`src/inc/txco_pkg.sv`:
```
// transmit control options package: states, counts and reset values
// assumes a single 250 MHz system clock
package txco_pkg;
   // ****************************************
   // timing
   // ****************************************
   localparam int unsigned CLK_PERIOD_PS = 4000;
   localparam int unsigned DEFER_TIME_NS = 3200000; // 3.2 ms of deferral
   localparam int unsigned DEFER_CYCLES = DEFER_TIME_NS / (CLK_PERIOD_PS / 1000); // 800000
   // ****************************************
   // frame layout
   // ****************************************
   localparam logic [2:0] PREAMBLE_LAST = 3'h6; // seven preamble bytes
   localparam logic [2:0] FCS_LAST = 3'h3; // four check bytes
   localparam logic [7:0] PREAMBLE_BYTE = 8'h55;
   localparam logic [7:0] SFD_BYTE = 8'hd5;
   localparam logic [31:0] CRC_INIT = 32'hffffffff;
   localparam logic [31:0] CRC_POLY = 32'hedb88320;
   localparam int unsigned FIFO_DEPTH = 4;
   localparam int unsigned DATA_W = 8;
   typedef enum logic [2:0] {
      TXCO_IDLE, TXCO_PRE, TXCO_SFD, TXCO_DATA, TXCO_FCS, TXCO_DROP
   } txco_state_t;
endpackage

```
`src/hdl/txco_top.sv`:
```
// transmit control options: descriptor options, fcs append, deferral and fifo
// assumes descriptor fetch strobe and byte stream come from logic on mclk
// Behaviour
// programmed interrupt flag in a fetched descriptor raises status at once
// software clears the programmed interrupt bit before setting it again
// software sets the flag at most every second descriptor
// option 0 starts collision timer after sfd, 1 at first preamble bit
// checksum inhibit 0 appends four check bytes, 1 omits them
// deferral timer disable 0 enables the deferral timer, 1 disables it; code at 1 still counts and flags, only skips the abort
// deferring for 3.2 ms flags excessive deferral, aborts when timer enabled
// programmed interrupt status stays set until software acknowledges it
`timescale 1ns/10ps
`default_nettype none

// ****************************************
// fifo
// ****************************************
module txco_fifo
   import txco_pkg::*;
#(
   parameter int W = 9,
   parameter int D = 4
)(
   input wire logic mclk,
   input wire logic rst_n,
   input wire logic in_valid,
   output logic in_ready,
   input wire logic [W-1:0] in_data,
   output logic out_valid,
   input wire logic out_ready,
   output logic [W-1:0] out_data
);
   localparam int AW = (D > 1) ? $clog2(D) : 1;
   logic [W-1:0] mem_ff [D];
   logic [AW-1:0] wr_ff, rd_ff;
   logic [AW:0] cnt_ff;
   wire do_wr = in_valid && in_ready;
   wire do_rd = out_valid && out_ready;
   // full and empty from the occupancy count
   assign in_ready = (cnt_ff != (AW+1)'(D));
   assign out_valid = (cnt_ff != '0);
   assign out_data = mem_ff[rd_ff];
   function automatic logic [AW-1:0] bump(input logic [AW-1:0] p);
      bump = (p == AW'(D-1)) ? '0 : p + 1'b1;
   endfunction
   // pointers, count and storage; no write lands while reset is held
   always_ff @(posedge mclk)
   begin
      if (!rst_n)
      begin
         wr_ff <= '0;
         rd_ff <= '0;
         cnt_ff <= '0;
      end
      else
      begin
         if (do_wr) wr_ff <= bump(wr_ff);
         if (do_rd) rd_ff <= bump(rd_ff);
         cnt_ff <= cnt_ff + (AW+1)'(do_wr) - (AW+1)'(do_rd);
         if (do_wr) mem_ff[wr_ff] <= in_data;
      end
   end
endmodule

// ****************************************
// top
// ****************************************
module txco_top
   import txco_pkg::*;
#(
   parameter int unsigned DEFER_LIMIT = DEFER_CYCLES,
   parameter int DEPTH = FIFO_DEPTH
)(
   input wire logic mclk,
   input wire logic rst_n,
   input wire logic desc_fetch,
   input wire logic programmed_tx_interrupt,
   input wire logic late_collision_timer_start,
   input wire logic checksum_inhibit,
   input wire logic deferral_timer_disable,
   input wire logic programmed_tx_interrupt_ack,
   input wire logic [DATA_W-1:0] tx_data,
   input wire logic tx_last,
   input wire logic tx_valid,
   output logic tx_ready,
   input wire logic carrier_sense,
   output logic programmed_tx_interrupt_status,
   output logic excessive_deferral_flag,
   output logic tx_aborted,
   output logic coll_timer_start,
   output logic [DATA_W-1:0] line_data,
   output logic line_valid,
   output logic line_end,
   output logic busy
);
   txco_state_t state_ff, nxt_state;
   logic programmed_tx_interrupt_ff, exd_ff, abort_ff, cts_ff;
   logic crs_meta_ff, crs_ff;
   logic pend_ff, owc_opt_ff, checksum_inhibit_ff, deferral_timer_disable_ff;
   logic [2:0] cnt_ff, nxt_cnt;
   logic [31:0] defer_ff;
   logic [31:0] crc_ff;
   logic [DATA_W-1:0] ld_ff, nxt_ld;
   logic lv_ff, nxt_lv, le_ff, nxt_le, f_valid, f_ready;
   logic [DATA_W:0] f_data;

   txco_fifo #(.W(DATA_W+1), .D(DEPTH)) u_fifo (
      .mclk(mclk),
      .rst_n(rst_n),
      .in_valid(tx_valid),
      .in_ready(tx_ready),
      .in_data({tx_last, tx_data}),
      .out_valid(f_valid),
      .out_ready(f_ready),
      .out_data(f_data)
   );

   // byte-wise crc update, lsb first
   function automatic logic [31:0] crc_byte(input logic [31:0] c, input logic [7:0] d);
      logic [31:0] r;
      r = c ^ {24'h000000, d};
      for (int i = 0; i < 8; i++)
         r = r[0] ? ((r >> 1) ^ CRC_POLY) : (r >> 1);
      crc_byte = r;
   endfunction

   // decode of the frame sequencer
   wire crs_busy = crs_ff;
   wire start_ok = pend_ff && f_valid && !crs_busy;
   wire defer_hit = pend_ff && crs_busy && (defer_ff == DEFER_LIMIT - 1);
   wire do_abort = defer_hit && !deferral_timer_disable_ff;
   wire in_data_st = (state_ff == TXCO_DATA);
   wire in_drop_st = (state_ff == TXCO_DROP);
   assign f_ready = (in_data_st || in_drop_st) && f_valid;
   wire last_pop = f_ready && f_data[DATA_W];
   wire [31:0] crc_out = ~crc_ff;
   wire [7:0] fcs_byte = crc_out[8*cnt_ff[1:0] +: 8];
   wire cts_pre = (state_ff == TXCO_IDLE) && start_ok && owc_opt_ff;
   wire cts_sfd = (state_ff == TXCO_SFD) && !owc_opt_ff;

   // frame sequencer next state
   always_comb
   begin
      nxt_state = state_ff;
      nxt_cnt = cnt_ff;
      nxt_ld = ld_ff;
      nxt_lv = 1'b0;
      nxt_le = 1'b0;
      unique case (state_ff)
         TXCO_IDLE:
         begin
            if (do_abort)
               nxt_state = TXCO_DROP;
            else if (start_ok)
            begin
               nxt_state = TXCO_PRE;
               nxt_cnt = '0;
            end
         end
         TXCO_PRE:
         begin
            nxt_ld = PREAMBLE_BYTE;
            nxt_lv = 1'b1;
            nxt_cnt = cnt_ff + 3'h1;
            if (cnt_ff == PREAMBLE_LAST) nxt_state = TXCO_SFD;
         end
         TXCO_SFD:
         begin
            nxt_ld = SFD_BYTE;
            nxt_lv = 1'b1;
            nxt_state = TXCO_DATA;
         end
         TXCO_DATA:
         begin
            if (f_ready)
            begin
               nxt_ld = f_data[DATA_W-1:0];
               nxt_lv = 1'b1;
               if (f_data[DATA_W])
               begin
                  nxt_cnt = '0;
                  nxt_le = checksum_inhibit_ff;
                  nxt_state = checksum_inhibit_ff ? TXCO_IDLE : TXCO_FCS;
               end
            end
         end
         TXCO_FCS:
         begin
            nxt_ld = fcs_byte;
            nxt_lv = 1'b1;
            nxt_cnt = cnt_ff + 3'h1;
            if (cnt_ff == FCS_LAST)
            begin
               nxt_le = 1'b1;
               nxt_state = TXCO_IDLE;
            end
         end
         TXCO_DROP: if (last_pop) nxt_state = TXCO_IDLE;
      endcase
   end

   // descriptor options and programmed interrupt status
   always_ff @(posedge mclk)
   begin
      if (!rst_n)
      begin
         programmed_tx_interrupt_ff <= 1'b0;
         pend_ff <= 1'b0;
         owc_opt_ff <= 1'b0;
         checksum_inhibit_ff <= 1'b0;
         deferral_timer_disable_ff <= 1'b0;
      end
      else
      begin
         // set on fetch wins over acknowledge
         if (desc_fetch && programmed_tx_interrupt)
            programmed_tx_interrupt_ff <= 1'b1;
         else if (programmed_tx_interrupt_ack)
            programmed_tx_interrupt_ff <= 1'b0;
         if (desc_fetch)
         begin
            pend_ff <= 1'b1;
            owc_opt_ff <= late_collision_timer_start;
            checksum_inhibit_ff <= checksum_inhibit;
            deferral_timer_disable_ff <= deferral_timer_disable;
         end
         else if ((state_ff == TXCO_IDLE) && (start_ok || do_abort))
            pend_ff <= 1'b0;
      end
   end

   // carrier synchroniser, deferral timer and frame status
   always_ff @(posedge mclk)
   begin
      if (!rst_n)
      begin
         crs_meta_ff <= 1'b0;
         crs_ff <= 1'b0;
         defer_ff <= '0;
         exd_ff <= 1'b0;
         abort_ff <= 1'b0;
         cts_ff <= 1'b0;
      end
      else
      begin
         crs_meta_ff <= carrier_sense; // only the second stage is read
         crs_ff <= crs_meta_ff;
         if (pend_ff && crs_busy && (state_ff == TXCO_IDLE) && !defer_hit)
            defer_ff <= defer_ff + 32'h1;
         else
            defer_ff <= '0;
         if (defer_hit && (state_ff == TXCO_IDLE))
            exd_ff <= 1'b1;
         else if (desc_fetch)
            exd_ff <= 1'b0;
         if ((state_ff == TXCO_IDLE) && do_abort)
            abort_ff <= 1'b1;
         else if (desc_fetch)
            abort_ff <= 1'b0;
         cts_ff <= cts_pre || cts_sfd;
      end
   end

   // line output and check sequence accumulator
   always_ff @(posedge mclk)
   begin
      if (!rst_n)
      begin
         state_ff <= TXCO_IDLE;
         cnt_ff <= '0;
         ld_ff <= '0;
         lv_ff <= 1'b0;
         le_ff <= 1'b0;
         crc_ff <= CRC_INIT;
      end
      else
      begin
         state_ff <= nxt_state;
         cnt_ff <= nxt_cnt;
         ld_ff <= nxt_ld;
         lv_ff <= nxt_lv;
         le_ff <= nxt_le;
         if (state_ff == TXCO_SFD)
            crc_ff <= CRC_INIT;
         else if (in_data_st && f_ready)
            crc_ff <= crc_byte(crc_ff, f_data[DATA_W-1:0]);
      end
   end

   assign programmed_tx_interrupt_status = programmed_tx_interrupt_ff;
   assign excessive_deferral_flag = exd_ff;
   assign tx_aborted = abort_ff;
   assign coll_timer_start = cts_ff;
   assign line_data = ld_ff;
   assign line_valid = lv_ff;
   assign line_end = le_ff;
   assign busy = (state_ff != TXCO_IDLE) || pend_ff;
endmodule
`default_nettype wire

```
`config.mk`:
```
export PLATFORM = sky130hd
export DESIGN_NAME = txco_top
export DESIGN_NICKNAME = d
export VERILOG_FILES = /design/src/inc/txco_pkg.sv /design/src/hdl/txco_top.sv
export SDC_FILE = /design/constraint.sdc
export NUM_CORES = 1
export LEC_CHECK = 0
export ABC_AREA = 1
export BUFFER_PORTS_ARGS = -buffer_cell sky130_fd_sc_hd__buf_2
export CORE_ASPECT_RATIO = 1.5
export CORE_UTILIZATION = 45
export DETAILED_ROUTE_END_ITERATION = 7
export HOLD_SLACK_MARGIN = 0.02
export PLACE_DENSITY = 0.59
export SETUP_SLACK_MARGIN = 0.02
export SYNTH_ARGS = -nofsm -noshare
export SYNTH_HDL_FRONTEND = slang
export SYNTH_HIERARCHICAL = 1
export SYNTH_SLANG_ARGS = --single-unit
```
`constraint.sdc`:
```
create_clock -name mclk -period 4.72 [get_ports mclk]
set_input_delay 0.236 -clock mclk [delete_from_list [all_inputs] [get_ports mclk]]
set_output_delay 0.236 -clock mclk [all_outputs]
set_load 0.02 [all_outputs]
```
== Word level (Yosys, flattened, before mapping) ==
Memory sizes are Yosys's and may differ from the RTL's. A register that Yosys moved wholly into a read port is not among the register bits.
Index checks and enable logic that the tools add are counted.

* Register bits after elaboration: 97
* RAM bits: 36
* Memories kept: 1
* Logic and storage cells: 145

{| class="wikitable"
|+ Memories
! memory !! depth !! width !! rd ports !! clocked after memory_dff !! wr ports !! line !! text
|-
| u_fifo.mem_ff || 4 || 9 || 1 || 1 || 1 || txco_top.sv:34 || <nowiki>logic [W-1:0] mem_ff [D];</nowiki>
|}

* Eq/ne operators: 19
* Reduce and logical (&&, ||, !) cells: 43
* Mux-type cells: 44
* Bitwise operators: 11
* Shift operators: 1
* $add $sub $neg: 6

{| class="wikitable"
|+ Operator list
! operator !! number
|-
| 32-bit two-way mux || 8
|-
| 13-bit NOT with 14-bit output || 8
|-
| 3-bit two-way mux || 12
|-
| 32-bit by 1-bit adder with 32-bit output (second input constant) || 1
|-
| 32-bit by 20-bit == test with 1-bit output (second input constant) || 1
|-
| 32-bit NOT || 1
|-
| 8-bit case mux with 4 select lines || 1
|-
| 32-bit by 6-bit variable part select with 8-bit output || 1
|-
| 32-bit by 8-bit XOR with 32-bit output || 1
|-
| 1-bit logical AND || 19
|-
| 3-bit case mux with 6 select lines || 1
|-
| 1-bit two-way mux || 14
|-
| 2-bit inequality test (second input constant) || 6
|-
| 3-bit by 2-bit == test with 1-bit output (second input constant) || 3
|-
| 3-bit == test (second input constant) || 3
|-
| 3-bit case mux with 3 select lines || 1
|-
| 3-bit nonzero test || 3
|-
| 2-bit two-way mux || 4
|-
| 8-bit two-way mux || 1
|-
| 2-bit nonzero test || 4
|-
| 3-bit inequality test (second input constant) || 2
|-
| 6-bit AND reduction || 1
|-
| 5-bit AND reduction || 1
|-
| 2-bit by 1-bit adder with 2-bit output (second input constant) || 2
|-
| other kinds (15) || 25
|}

== Depth between registers and ports, before layout ==
Gate-level depths: netlist of the first run.

* Word-level depth: 17
* Mapped depth: 18
* Gate-level depth less buffers: 16

== Hierarchy ==
The synthesis of the first run kept the hierarchy.

{| class="wikitable"
|+ By module, submodules not included
! module !! area an instance (um2) !! instances !! cells an instance
|-
| txco_top || 5,599.1 || 1 || 846
|-
| txco_fifo || 1,848.0 || 1 || 151
|}

== Worst setup path before layout of the first run ==
Ideal clock, no wire load.

* Path kind: reg-to-reg
* Start: reg u_fifo.cnt_ff[1]
* End: reg u_fifo.cnt_ff[2]
* Clock period less this slack: 2,683 ps
* Arrival: 2,570 ps
* Setup time: 113 ps
* Setup slack: 2,037 ps
* Stages on the path, launching flop included: 19
* Buffers on the path: 2
* Cells stage by stage: dfxtp_1 nor2_4 nand2_1 inv_1 nor2_4 inv_2 buf_2 buf_2 nand2_1 a21boi_2 ha_1 inv_1 ha_1 inv_1 fa_1 inv_1 nand2_1 nand2_1 nor2_1

* Cells in the longest elaborated chain, start to end: 4
* Elaborated cells between the ends (all ways): 7
* Classes of those cells: add/sub (2); eq/ne (1); reduce/logical (4)

{| class="wikitable"
|+ RTL lines
! element !! line !! text
|-
| start: declaration || txco_top.sv:36 || <nowiki>logic [AW:0] cnt_ff;</nowiki>
|-
| start signal: assignment || txco_top.sv:59 || <nowiki>cnt_ff <= cnt_ff + (AW+1)'(do_wr) - (AW+1)'(do_rd);</nowiki>
|-
| 3-bit nonzero test || txco_top.sv:41 || <nowiki>assign out_valid = (cnt_ff != '0);</nowiki>
|-
| net f_valid || txco_top.sv:104 || <nowiki>logic lv_ff, nxt_lv, le_ff, nxt_le, f_valid, f_ready;</nowiki>
|-
| 1-bit logical AND || txco_top.sv:134 || <nowiki>assign f_ready = (in_data_st || in_drop_st) && f_valid;</nowiki>
|-
| net f_ready || txco_top.sv:104 ||
|-
| 1-bit logical AND || txco_top.sv:38 || <nowiki>wire do_rd = out_valid && out_ready;</nowiki>
|-
| 3-bit by 1-bit subtractor with 3-bit output || txco_top.sv:59 ||
|}

The timed path passes the listed nets, and every way through them passes these cells.
A chain may end at the register's enable or synchronous reset.

== Worst setup path after layout of the first run ==
Ends and elaborated chain as after synthesis.

==> results of run 1 <==
-- critical path, delay by kind of cell (launching register included) --
kind / cells / cell delay (ns)
adders and majority gates: 3 / 0.74
DFF: 1 / 0.37
buffers and inverters: 6 / 1.09
AOI/OAI and AO/OA: 1 / 0.21
and+or+nand+nor: 7 / 0.71
-- kinds of logic (layout without fill, tap and decap cells) --
family,Yosys count,after routing,synth area share
simple gates,494,494,0.300
compound gates,177,177,0.138
buf+inv,138,188,0.0775
flops,135,135,0.411
xor+xnor,41,41,0.0528
fa+ha+maj,12,12,0.0212
-- stage by stage --
stage | setup WS (ns) | hold slack [ns]
floorplan | 2.04 | 0.334
global placement | 1.52 | 0.421
detailed placement | 1.45 | 0.422
CTS | 1.43 | 0.0277
global route | 1.18 | 0.0430
finish | 1.46 | 0.0348
-- state kept, by name (all words and copies together) (netlist names), named ones only --
register / cells
tx_aborted: 1
u_fifo/mem_ff: 36
checksum_inhibit_ff: 1
owc_opt_ff: 1
programmed_tx_interrupt_status: 1
defer_ff: 32
line_data: 8
pend_ff: 1
u_fifo/wr_ff: 2
line_valid: 1
u_fifo/cnt_ff: 3
cnt_ff: 3
excessive_deferral_flag: 1
state_ff: 3
u_fifo/rd_ff: 2
coll_timer_start: 1
crs_busy: 1
line_end: 1
crs_meta_ff: 1
crc_ff: 32
deferral_timer_disable_ff: 1
-- cell usage after synthesis (7+ instances only) --
library cell and count:
nand2_1 257, nand4_1 8, inv_1 94, o22ai_1 9
nand2_2 9, o211ai_1 14, nor3_2 7, xor2_1 27
nor2_2 12, dfxtp_1 99, nand3_1 54, a21oi_1 64
buf_2 8, o21ai_0 60, a21oi_2 16, edfxtp_1 36
ha_1 11, xnor2_1 11, nor3_1 16, clkbuf_1 9
nor2_1 103, inv_2 17
-- layout make-up --
type | instances | area, um2
clock buffers | 18 | 429
clock inverters | 14 | 151
flip-flops and latches | 135 | 3060
well taps | 206 | 258
multi-input cells | 724 | 3810
fillers | 1600 | 7810
repair buffers | 42 | 240
inverters | 114 | 432
-- final timing paths --
check / endpoint / from / cells after the start / slack [ns]
worst max-delay path: u_fifo/cnt_ff[2] / u_fifo/cnt_ff[1] / 17 / 1.46
worst min-delay path: u_fifo/mem_ff[0][4] / tx_data[4] / 1 / 0.03
worst min register to register: crs_busy / crs_meta_ff / 2 / 0.43
worst max register to register: u_fifo/cnt_ff[2] / u_fifo/cnt_ff[1] / 17 / 1.46
-- report_power, final --
part           switching [uW]  total [uW]  leakage [uW]  internal (uW)
registers                63.3        1330       0.00113           1270
clock network             524        1300      0.000271            780
logic                     612         879       0.00195            267
total                    1200        3510       0.00335           2310
-- repair_timing --
action                    CTS  global route
setup buffers               0             0
hold buffers                4             0
hold endpoints to repair   13             0
-- metal layers --
layer  wire length, um  global-route usage
met1              7180               0.232
met2             10100               0.434
met5                 0                   0
met3               539              0.0377
met4              1230               0.165
==> out/metrics.cfg, run 1 <==
[worst_setup_path]
cp-end-kind=register
worstPathArrival_ns=3.57
cp_cell_sequence=nor2_4 -> nand2_1 -> inv_1 -> nor2_4 -> buf_4 -> inv_2 -> nand2_1 -> a21boi_2 -> ha_1 -> inv_1 -> ha_1 -> inv_1 -> fa_1 -> inv_1 -> nand2_1 -> nand2_1 -> nor2_1
startpoint_type=register
crit_slowest_cell=inv_2
cp.required_ns=5.03
worstSetupPathType=register to register
critical_path.max_stage_delay_ns=0.56
crit_fanout=40

[final_layout]
drive_gt1_frac=0.148
final_nets=1065
instances_no_fill=1253
mostFrequentLayoutCells=257 x nand2_1, 103 x nor2_1, 99 x dfxtp_1, 94 x inv_1, 64 x a21oi_1
utilization=0.518
final_common_cell=nand2_1
stdcell_area_mm2=0.00838
area_growth_pct=12.5
diodes=0

[floorplan]
initial_core_util=0.460
ios=35
design.die.area_mm2=0.0171
core.rowCount=57
dieWidth_um=107
core_area_mm2=0.0162
die_h_um=160

[clock_tree]
cts_num_sinks=135
cts_max_level=4
cts_tree=built
worstSkewPairLatency_ns=0.42
root_buffer=clkbuf_16
clock_path_buffers=2
post_cts_resized=0
cts-buffers-inserted=17
clk_pin_slew_ns=0.06

[synth]
syn_avg_cell_area_um2=7.47
synthesis.area_mm2=0.00745
seq_area_frac_synth=0.411
synth_cells=997
yosysUniqueCellTypes=49
synth-edff-count=36
synth.area.top_cells=dfxtp_1 27%, edfxtp_1 15%, nand2_1 13%, nor2_1 5.2%, inv_1 4.7%
synthDominantCellAreaShare=0.266
synth_ff_type=dfxtp_1
async_flop_share=0
syn-num-nets=1028
synth_top_area_cell=dfxtp_1
synth_warnings=6
ys_ff_latch=135

[timing]
maxSlewHeadroom=0.389
setup_tns_ns=0
setup_viol_count_final=0
min_period_ns=3.26
max_freq_mhz=307
fin_skew_ns=0.00725
hold_viol=0
tightest_slew_ns=0.914
slew_violations=0
rsz0062_at_grt=no
finalCritPeriodShare=0.690

[placed_design]
gp_congestion=0.976
dpl_cell_area_mm2=0.00776
place_inst=1217
dp_hpwl_um=14200
port_buffers=34

[global_route]
grt_usage=0.234
grt_max_degree=41
grt_pass1_vias=6239
grt_pass1_wl_um=30600
grt_antenna_before_repair=0
grt_overflow=0

[power_and_ir_drop]
fin_total_pwr_uw=3510
leakage_uw=0.00335
ir_drop_uv=223
power.density_mw_per_mm2=419

[routing]
num_vias=6468
drtPass1Iterations=5
antenna_left=0
wl_um=19100
drc_errors=0
wire_per_inst_um=15.2
viasPerCell=5.16
drtIter0Drc=357

[min_path]
min_path_type=input port to register

[run]
maxCapViolations=0

[outcome]
status=complete, no violations

Note: power is estimated with default switching activity, not from simulation.
==> inputs of run 2 (changes only) <==
Clock period 4.72 ns to 3.35 ns, I/O delays scaled along.
==> out/metrics.cfg, run 2 (synthesized netlist as in run 1, its figures left out) <==
[clock_tree]
root_buffer=clkbuf_16
post-cts-setup-buffers=0
cts_max_level=4
cts_tree=built
worstSkewPairLatency_ns=0.42
cts-buffers-inserted=17
cts_num_sinks=135
clock_path_buffers=2
clk_pin_slew_ns=0.06

[placed_design]
dp_hpwl_um=15000
place_inst=1217
port_buffers=34
gp_congestion=0.945

[worst_setup_path]
worstPathArrival_ns=3.14
crit_fanout=19
reg2reg_depth=15
critPathTopFamily=simple AND/OR/NAND/NOR gates
cp.required_ns=3.65
startpoint_type=register
critical_path.max_stage_delay_ns=0.74
critPathMostFrequentCell=nand2_1
cp-end-kind=register
crit_slowest_cell=dfxtp_1
worstSetupPathType=register to register
cp_cell_sequence=inv_4 -> o21ai_0 -> o22ai_1 -> inv_1 -> nand2_1 -> nand2_1 -> nand2_1 -> nand2_1 -> nand2_1 -> nand2_1 -> inv_1 -> nand2_1 -> nand2_1 -> nand2_1 -> o211ai_1
worst-path-stages=15
reg2reg_to=crc_ff[29]
path_buf_inv=3
reg2reg_slack_ns=0.50

[routing]
drtIter0Drc=367
drc_errors=0
drtPass1Iterations=5
viasPerCell=5.15
wl_um=20100
num_vias=6512
antenna_left=0
wire_per_inst_um=15.9

[timing]
min_period_ns=2.85
fin_skew_ns=0.00881
max_freq_mhz=351
rsz0062_at_grt=no
setup_viol_count_final=0
hold_viol=0
maxSlewHeadroom=0.382
finalCritPeriodShare=0.849
tightest_slew_ns=0.924
slew_violations=0
setup_tns_ns=0

[global_route]
grt_util_met3=0.0368
grt_antenna_before_repair=0
grt_usage=0.246
grt_pass1_vias=6367
grt_pass1_wl_um=32100
grt_max_degree=40
grt_busiest_layer=met2
grt_overflow=0
use_met1=0.243
gr-usage-met2=0.461

[final_layout]
instances_no_fill=1265
largest_register_ff_count=36
area_growth_pct=14.3
mostFrequentLayoutCells=257 x nand2_1, 103 x nor2_1, 99 x dfxtp_1, 94 x inv_1, 64 x a21oi_1
top_regs=u_fifo/mem_ff: 36 flops, crc_ff: 32 flops, defer_ff: 32 flops
diodes=0
final_common_cell=nand2_1
drive_gt1_frac=0.148
top_register=u_fifo/mem_ff
final_nets=1077

[floorplan]
dieWidth_um=107
core_area_mm2=0.0162
ios=35
core.rowCount=57
design.die.area_mm2=0.0171
die_h_um=160
initial_core_util=0.460

[min_path]
min_path_type=input port to register
hp-start=checksum_inhibit
whs_endpoint=checksum_inhibit_ff
whs_path_depth=3

[outcome]
status=complete, no violations

[power_and_ir_drop]
leakage_uw=0.00342
power.density_mw_per_mm2=589
ir_drop_uv=282

[run]
maxCapViolations=0

-- run 2: metrics by stage --
stage / cell area (um2) / setup slack [ns] / util / total power (uW) / hold slack, ns
after CTS: 8510 / 0.499 / 0.526 / 5050 / 0.0332
after global routing: 8510 / 0.126 / 0.526 / 5280 / 0.0539
final: 8510 / 0.505 / 0.526 / 5010 / 0.0338
after global placement: 7760 / 0.589 / 0.479 / 3120 / 0.356
after detailed placement: 7760 / 0.502 / 0.479 / 3130 / 0.365
after floorplan: 7450 / 0.667 / - / 2810 / 0.265
-- run 2: repair_timing --
action | 4_1_cts | 5_1_grt
endpoints found under the hold margin | 40 | 0
hold buffers | 16 | 0
gates resized for setup | 0 | 0
-- run 2: power breakdown --
group / internal (uW) / total, uW / switching [uW]
logic: 382 / 1220 / 841
registers: 1780 / 1890 / 108
clock network: 1110 / 1900 / 787
-- run 2: worst max path at each step --
| stage | end |
|---|---|
| global placement | crc_ff[29] |
| global route | crc_ff[29] |
| finish | crc_ff[29] |
| detailed placement | crc_ff[29] |
| floorplan | u_fifo/cnt_ff[2] |
| CTS | crc_ff[29] |
-- run 2: tightest hold or removal path: cells and delay by family --
| kind | cells | cell delay, ns |
|---|---|---|
| buffers and inverters | 1 | 0.08 |
| AOI/OAI and AO/OA | 2 | 0.17 |
-- run 2: layout make-up --
type,count,area [um2]
clock buffer,17,425
clock inverter,15,169
fill,1587,7670
inverter,114,432
multi-input combinational,724,3810
sequential,135,3060
tap,206,258
timing repair buffer,54,360
-- run 2: metal layers --
metal	part of all wire	routed length, um
met1	0.37	7420
met2	0.54	10900
met3	0.028	573
met4	0.063	1270
met5	0	0
==> inputs of run 3 (changes only) <==
Settings changed: PLACE_DENSITY 0.59 to 0.62.
Clock period 3.35 ns to 2.6 ns, I/O delays scaled along.
==> out/metrics.cfg, run 3 (synthesized netlist as in run 1, its figures left out) <==
[power_and_ir_drop]
ir_drop_uv=355
fin_total_pwr_uw=6570
leakage_uw=0.00356
power.density_mw_per_mm2=751

[floorplan]
initial_core_util=0.460
die_h_um=160
core.rowCount=57
ios=35
core_area_mm2=0.0162
dieWidth_um=107
design.die.area_mm2=0.0171

[final_layout]
multiInputGateArea_mm2=0.00382
ff_latch_area_mm2=0.00307
diodes=0
top_register=u_fifo/mem_ff
drive_gt1_frac=0.173
n_fill_cell=1531
mostFrequentLayoutCells=256 x nand2_1, 103 x nor2_1, 95 x dfxtp_1, 94 x inv_1, 64 x a21oi_1
instances_no_fill=1291
final_nets=1103
top_regs=u_fifo/mem_ff: 36 flops, crc_ff: 32 flops, defer_ff: 32 flops
area_growth_pct=17.5
largest_register_ff_count=36
final_common_cell=nand2_1

[worst_setup_path]
startpoint_type=register
cp.required_ns=2.91
worstPathArrival_ns=2.69
crit_fanout=9
cp-end-kind=register
worstSetupPathType=register to register
reg2reg_slack_ns=0.23

[timing]
hold_viol=0
setup_viol_count_final=0
slew_violations=0
rsz0062_at_grt=no
setup_tns_ns=0
tightest_slew_ns=0.463
fin_skew_ns=0.00703
maxSlewHeadroom=0.690
finalCritPeriodShare=0.913
max_freq_mhz=421
min_period_ns=2.37
setup_ws_ns=0.225

[routing]
drtPass1Iterations=5
antenna_left=0
viasPerCell=5.09
num_vias=6571
wl_um=19700
drc_errors=0
drtIter0Drc=272
wire_per_inst_um=15.3

[placed_design]
port_buffers=34
place_inst=1242
pre_cts_ws_ns=0.249
gp_congestion=0.912
dp_hpwl_um=15000

[clock_tree]
cts_max_level=4
cts_num_sinks=135
cts-buffers-inserted=17
root_buffer=clkbuf_16
post-cts-setup-buffers=0
worstSkewPairLatency_ns=0.43
cts_tree=built
clk_pin_slew_ns=0.06
clock_path_buffers=2

[global_route]
grt_overflow=0
grt_pass1_wl_um=31200
grt_max_degree=40
grt_antenna_before_repair=0
grt_pass1_vias=6361
grt_usage=0.242

[run]
maxCapViolations=0

[outcome]
status=complete, no violations

[min_path]
min_path_type=input port to register

[run 3: layout make-up]
type | instances | share of cell area
Multi-Input combinational cell | 724 | 0.436
Clock inverter | 14 | 0.0187
Inverter | 114 | 0.0493
Clock buffer | 18 | 0.0502
Timing Repair Buffer | 80 | 0.0652
Sequential cell | 135 | 0.351
Tap cell | 206 | 0.0295
[run 3: final timing paths]
| path | endpoint | from | depth (start not counted) |
|---|---|---|---|
| max reg2reg | crc_ff[14] | register | 10 |
| min | line_valid | rst_n | 3 |
| max | crc_ff[14] | register | 10 |
| min reg2reg | crs_busy | crs_meta_ff | 2 |
[run 3: critical path, stage by stage, from the launching register on]
cell	delay, ns
dfxtp_1	0.39
inv_1	0.23
o21ai_0	0.14
o22ai_1	0.23
inv_1	0.12
nand2_1	0.09
nand2_2	0.18
xnor2_1	0.43
inv_2	0.10
o21ai_0	0.26
nand2_1	0.08
[run 3: through the flow]
step / cell area (um2) / hold slack, ns / utilization
2_1_floorplan: 7450 / 0.228 / -
3_3_place_gp: 7970 / 0.316 / 0.492
3_5_place_dp: 7970 / 0.319 / 0.492
4_1_cts: 8740 / 0.0710 / 0.540
5_1_grt: 8750 / 0.0764 / 0.540
6_report: 8750 / 0.0816 / 0.540
[run 3: per-layer routing]
layer | vias up | track usage | part of all wire
li1 | 3403 | - | -
met1 | 2993 | 0.234 | 0.37
met2 | 114 | 0.453 | 0.54
met3 | 61 | 0.0446 | 0.024
met4 | 0 | 0.166 | 0.063
met5 | - | 0 | 0
[run 3: power by group]
group	switching, uW	total (uW)	internal [uW]
clock network	1010	2470	1460
registers	107	2410	2300
logic	1120	1700	578
[run 3: what timing repair did]
item / 4_1_cts / 5_1_grt
gates resized for setup: 0 / 3
setup endpoints to repair: 0 / 4
hold buffers: 17 / 0
hold endpoints to repair: 42 / 0
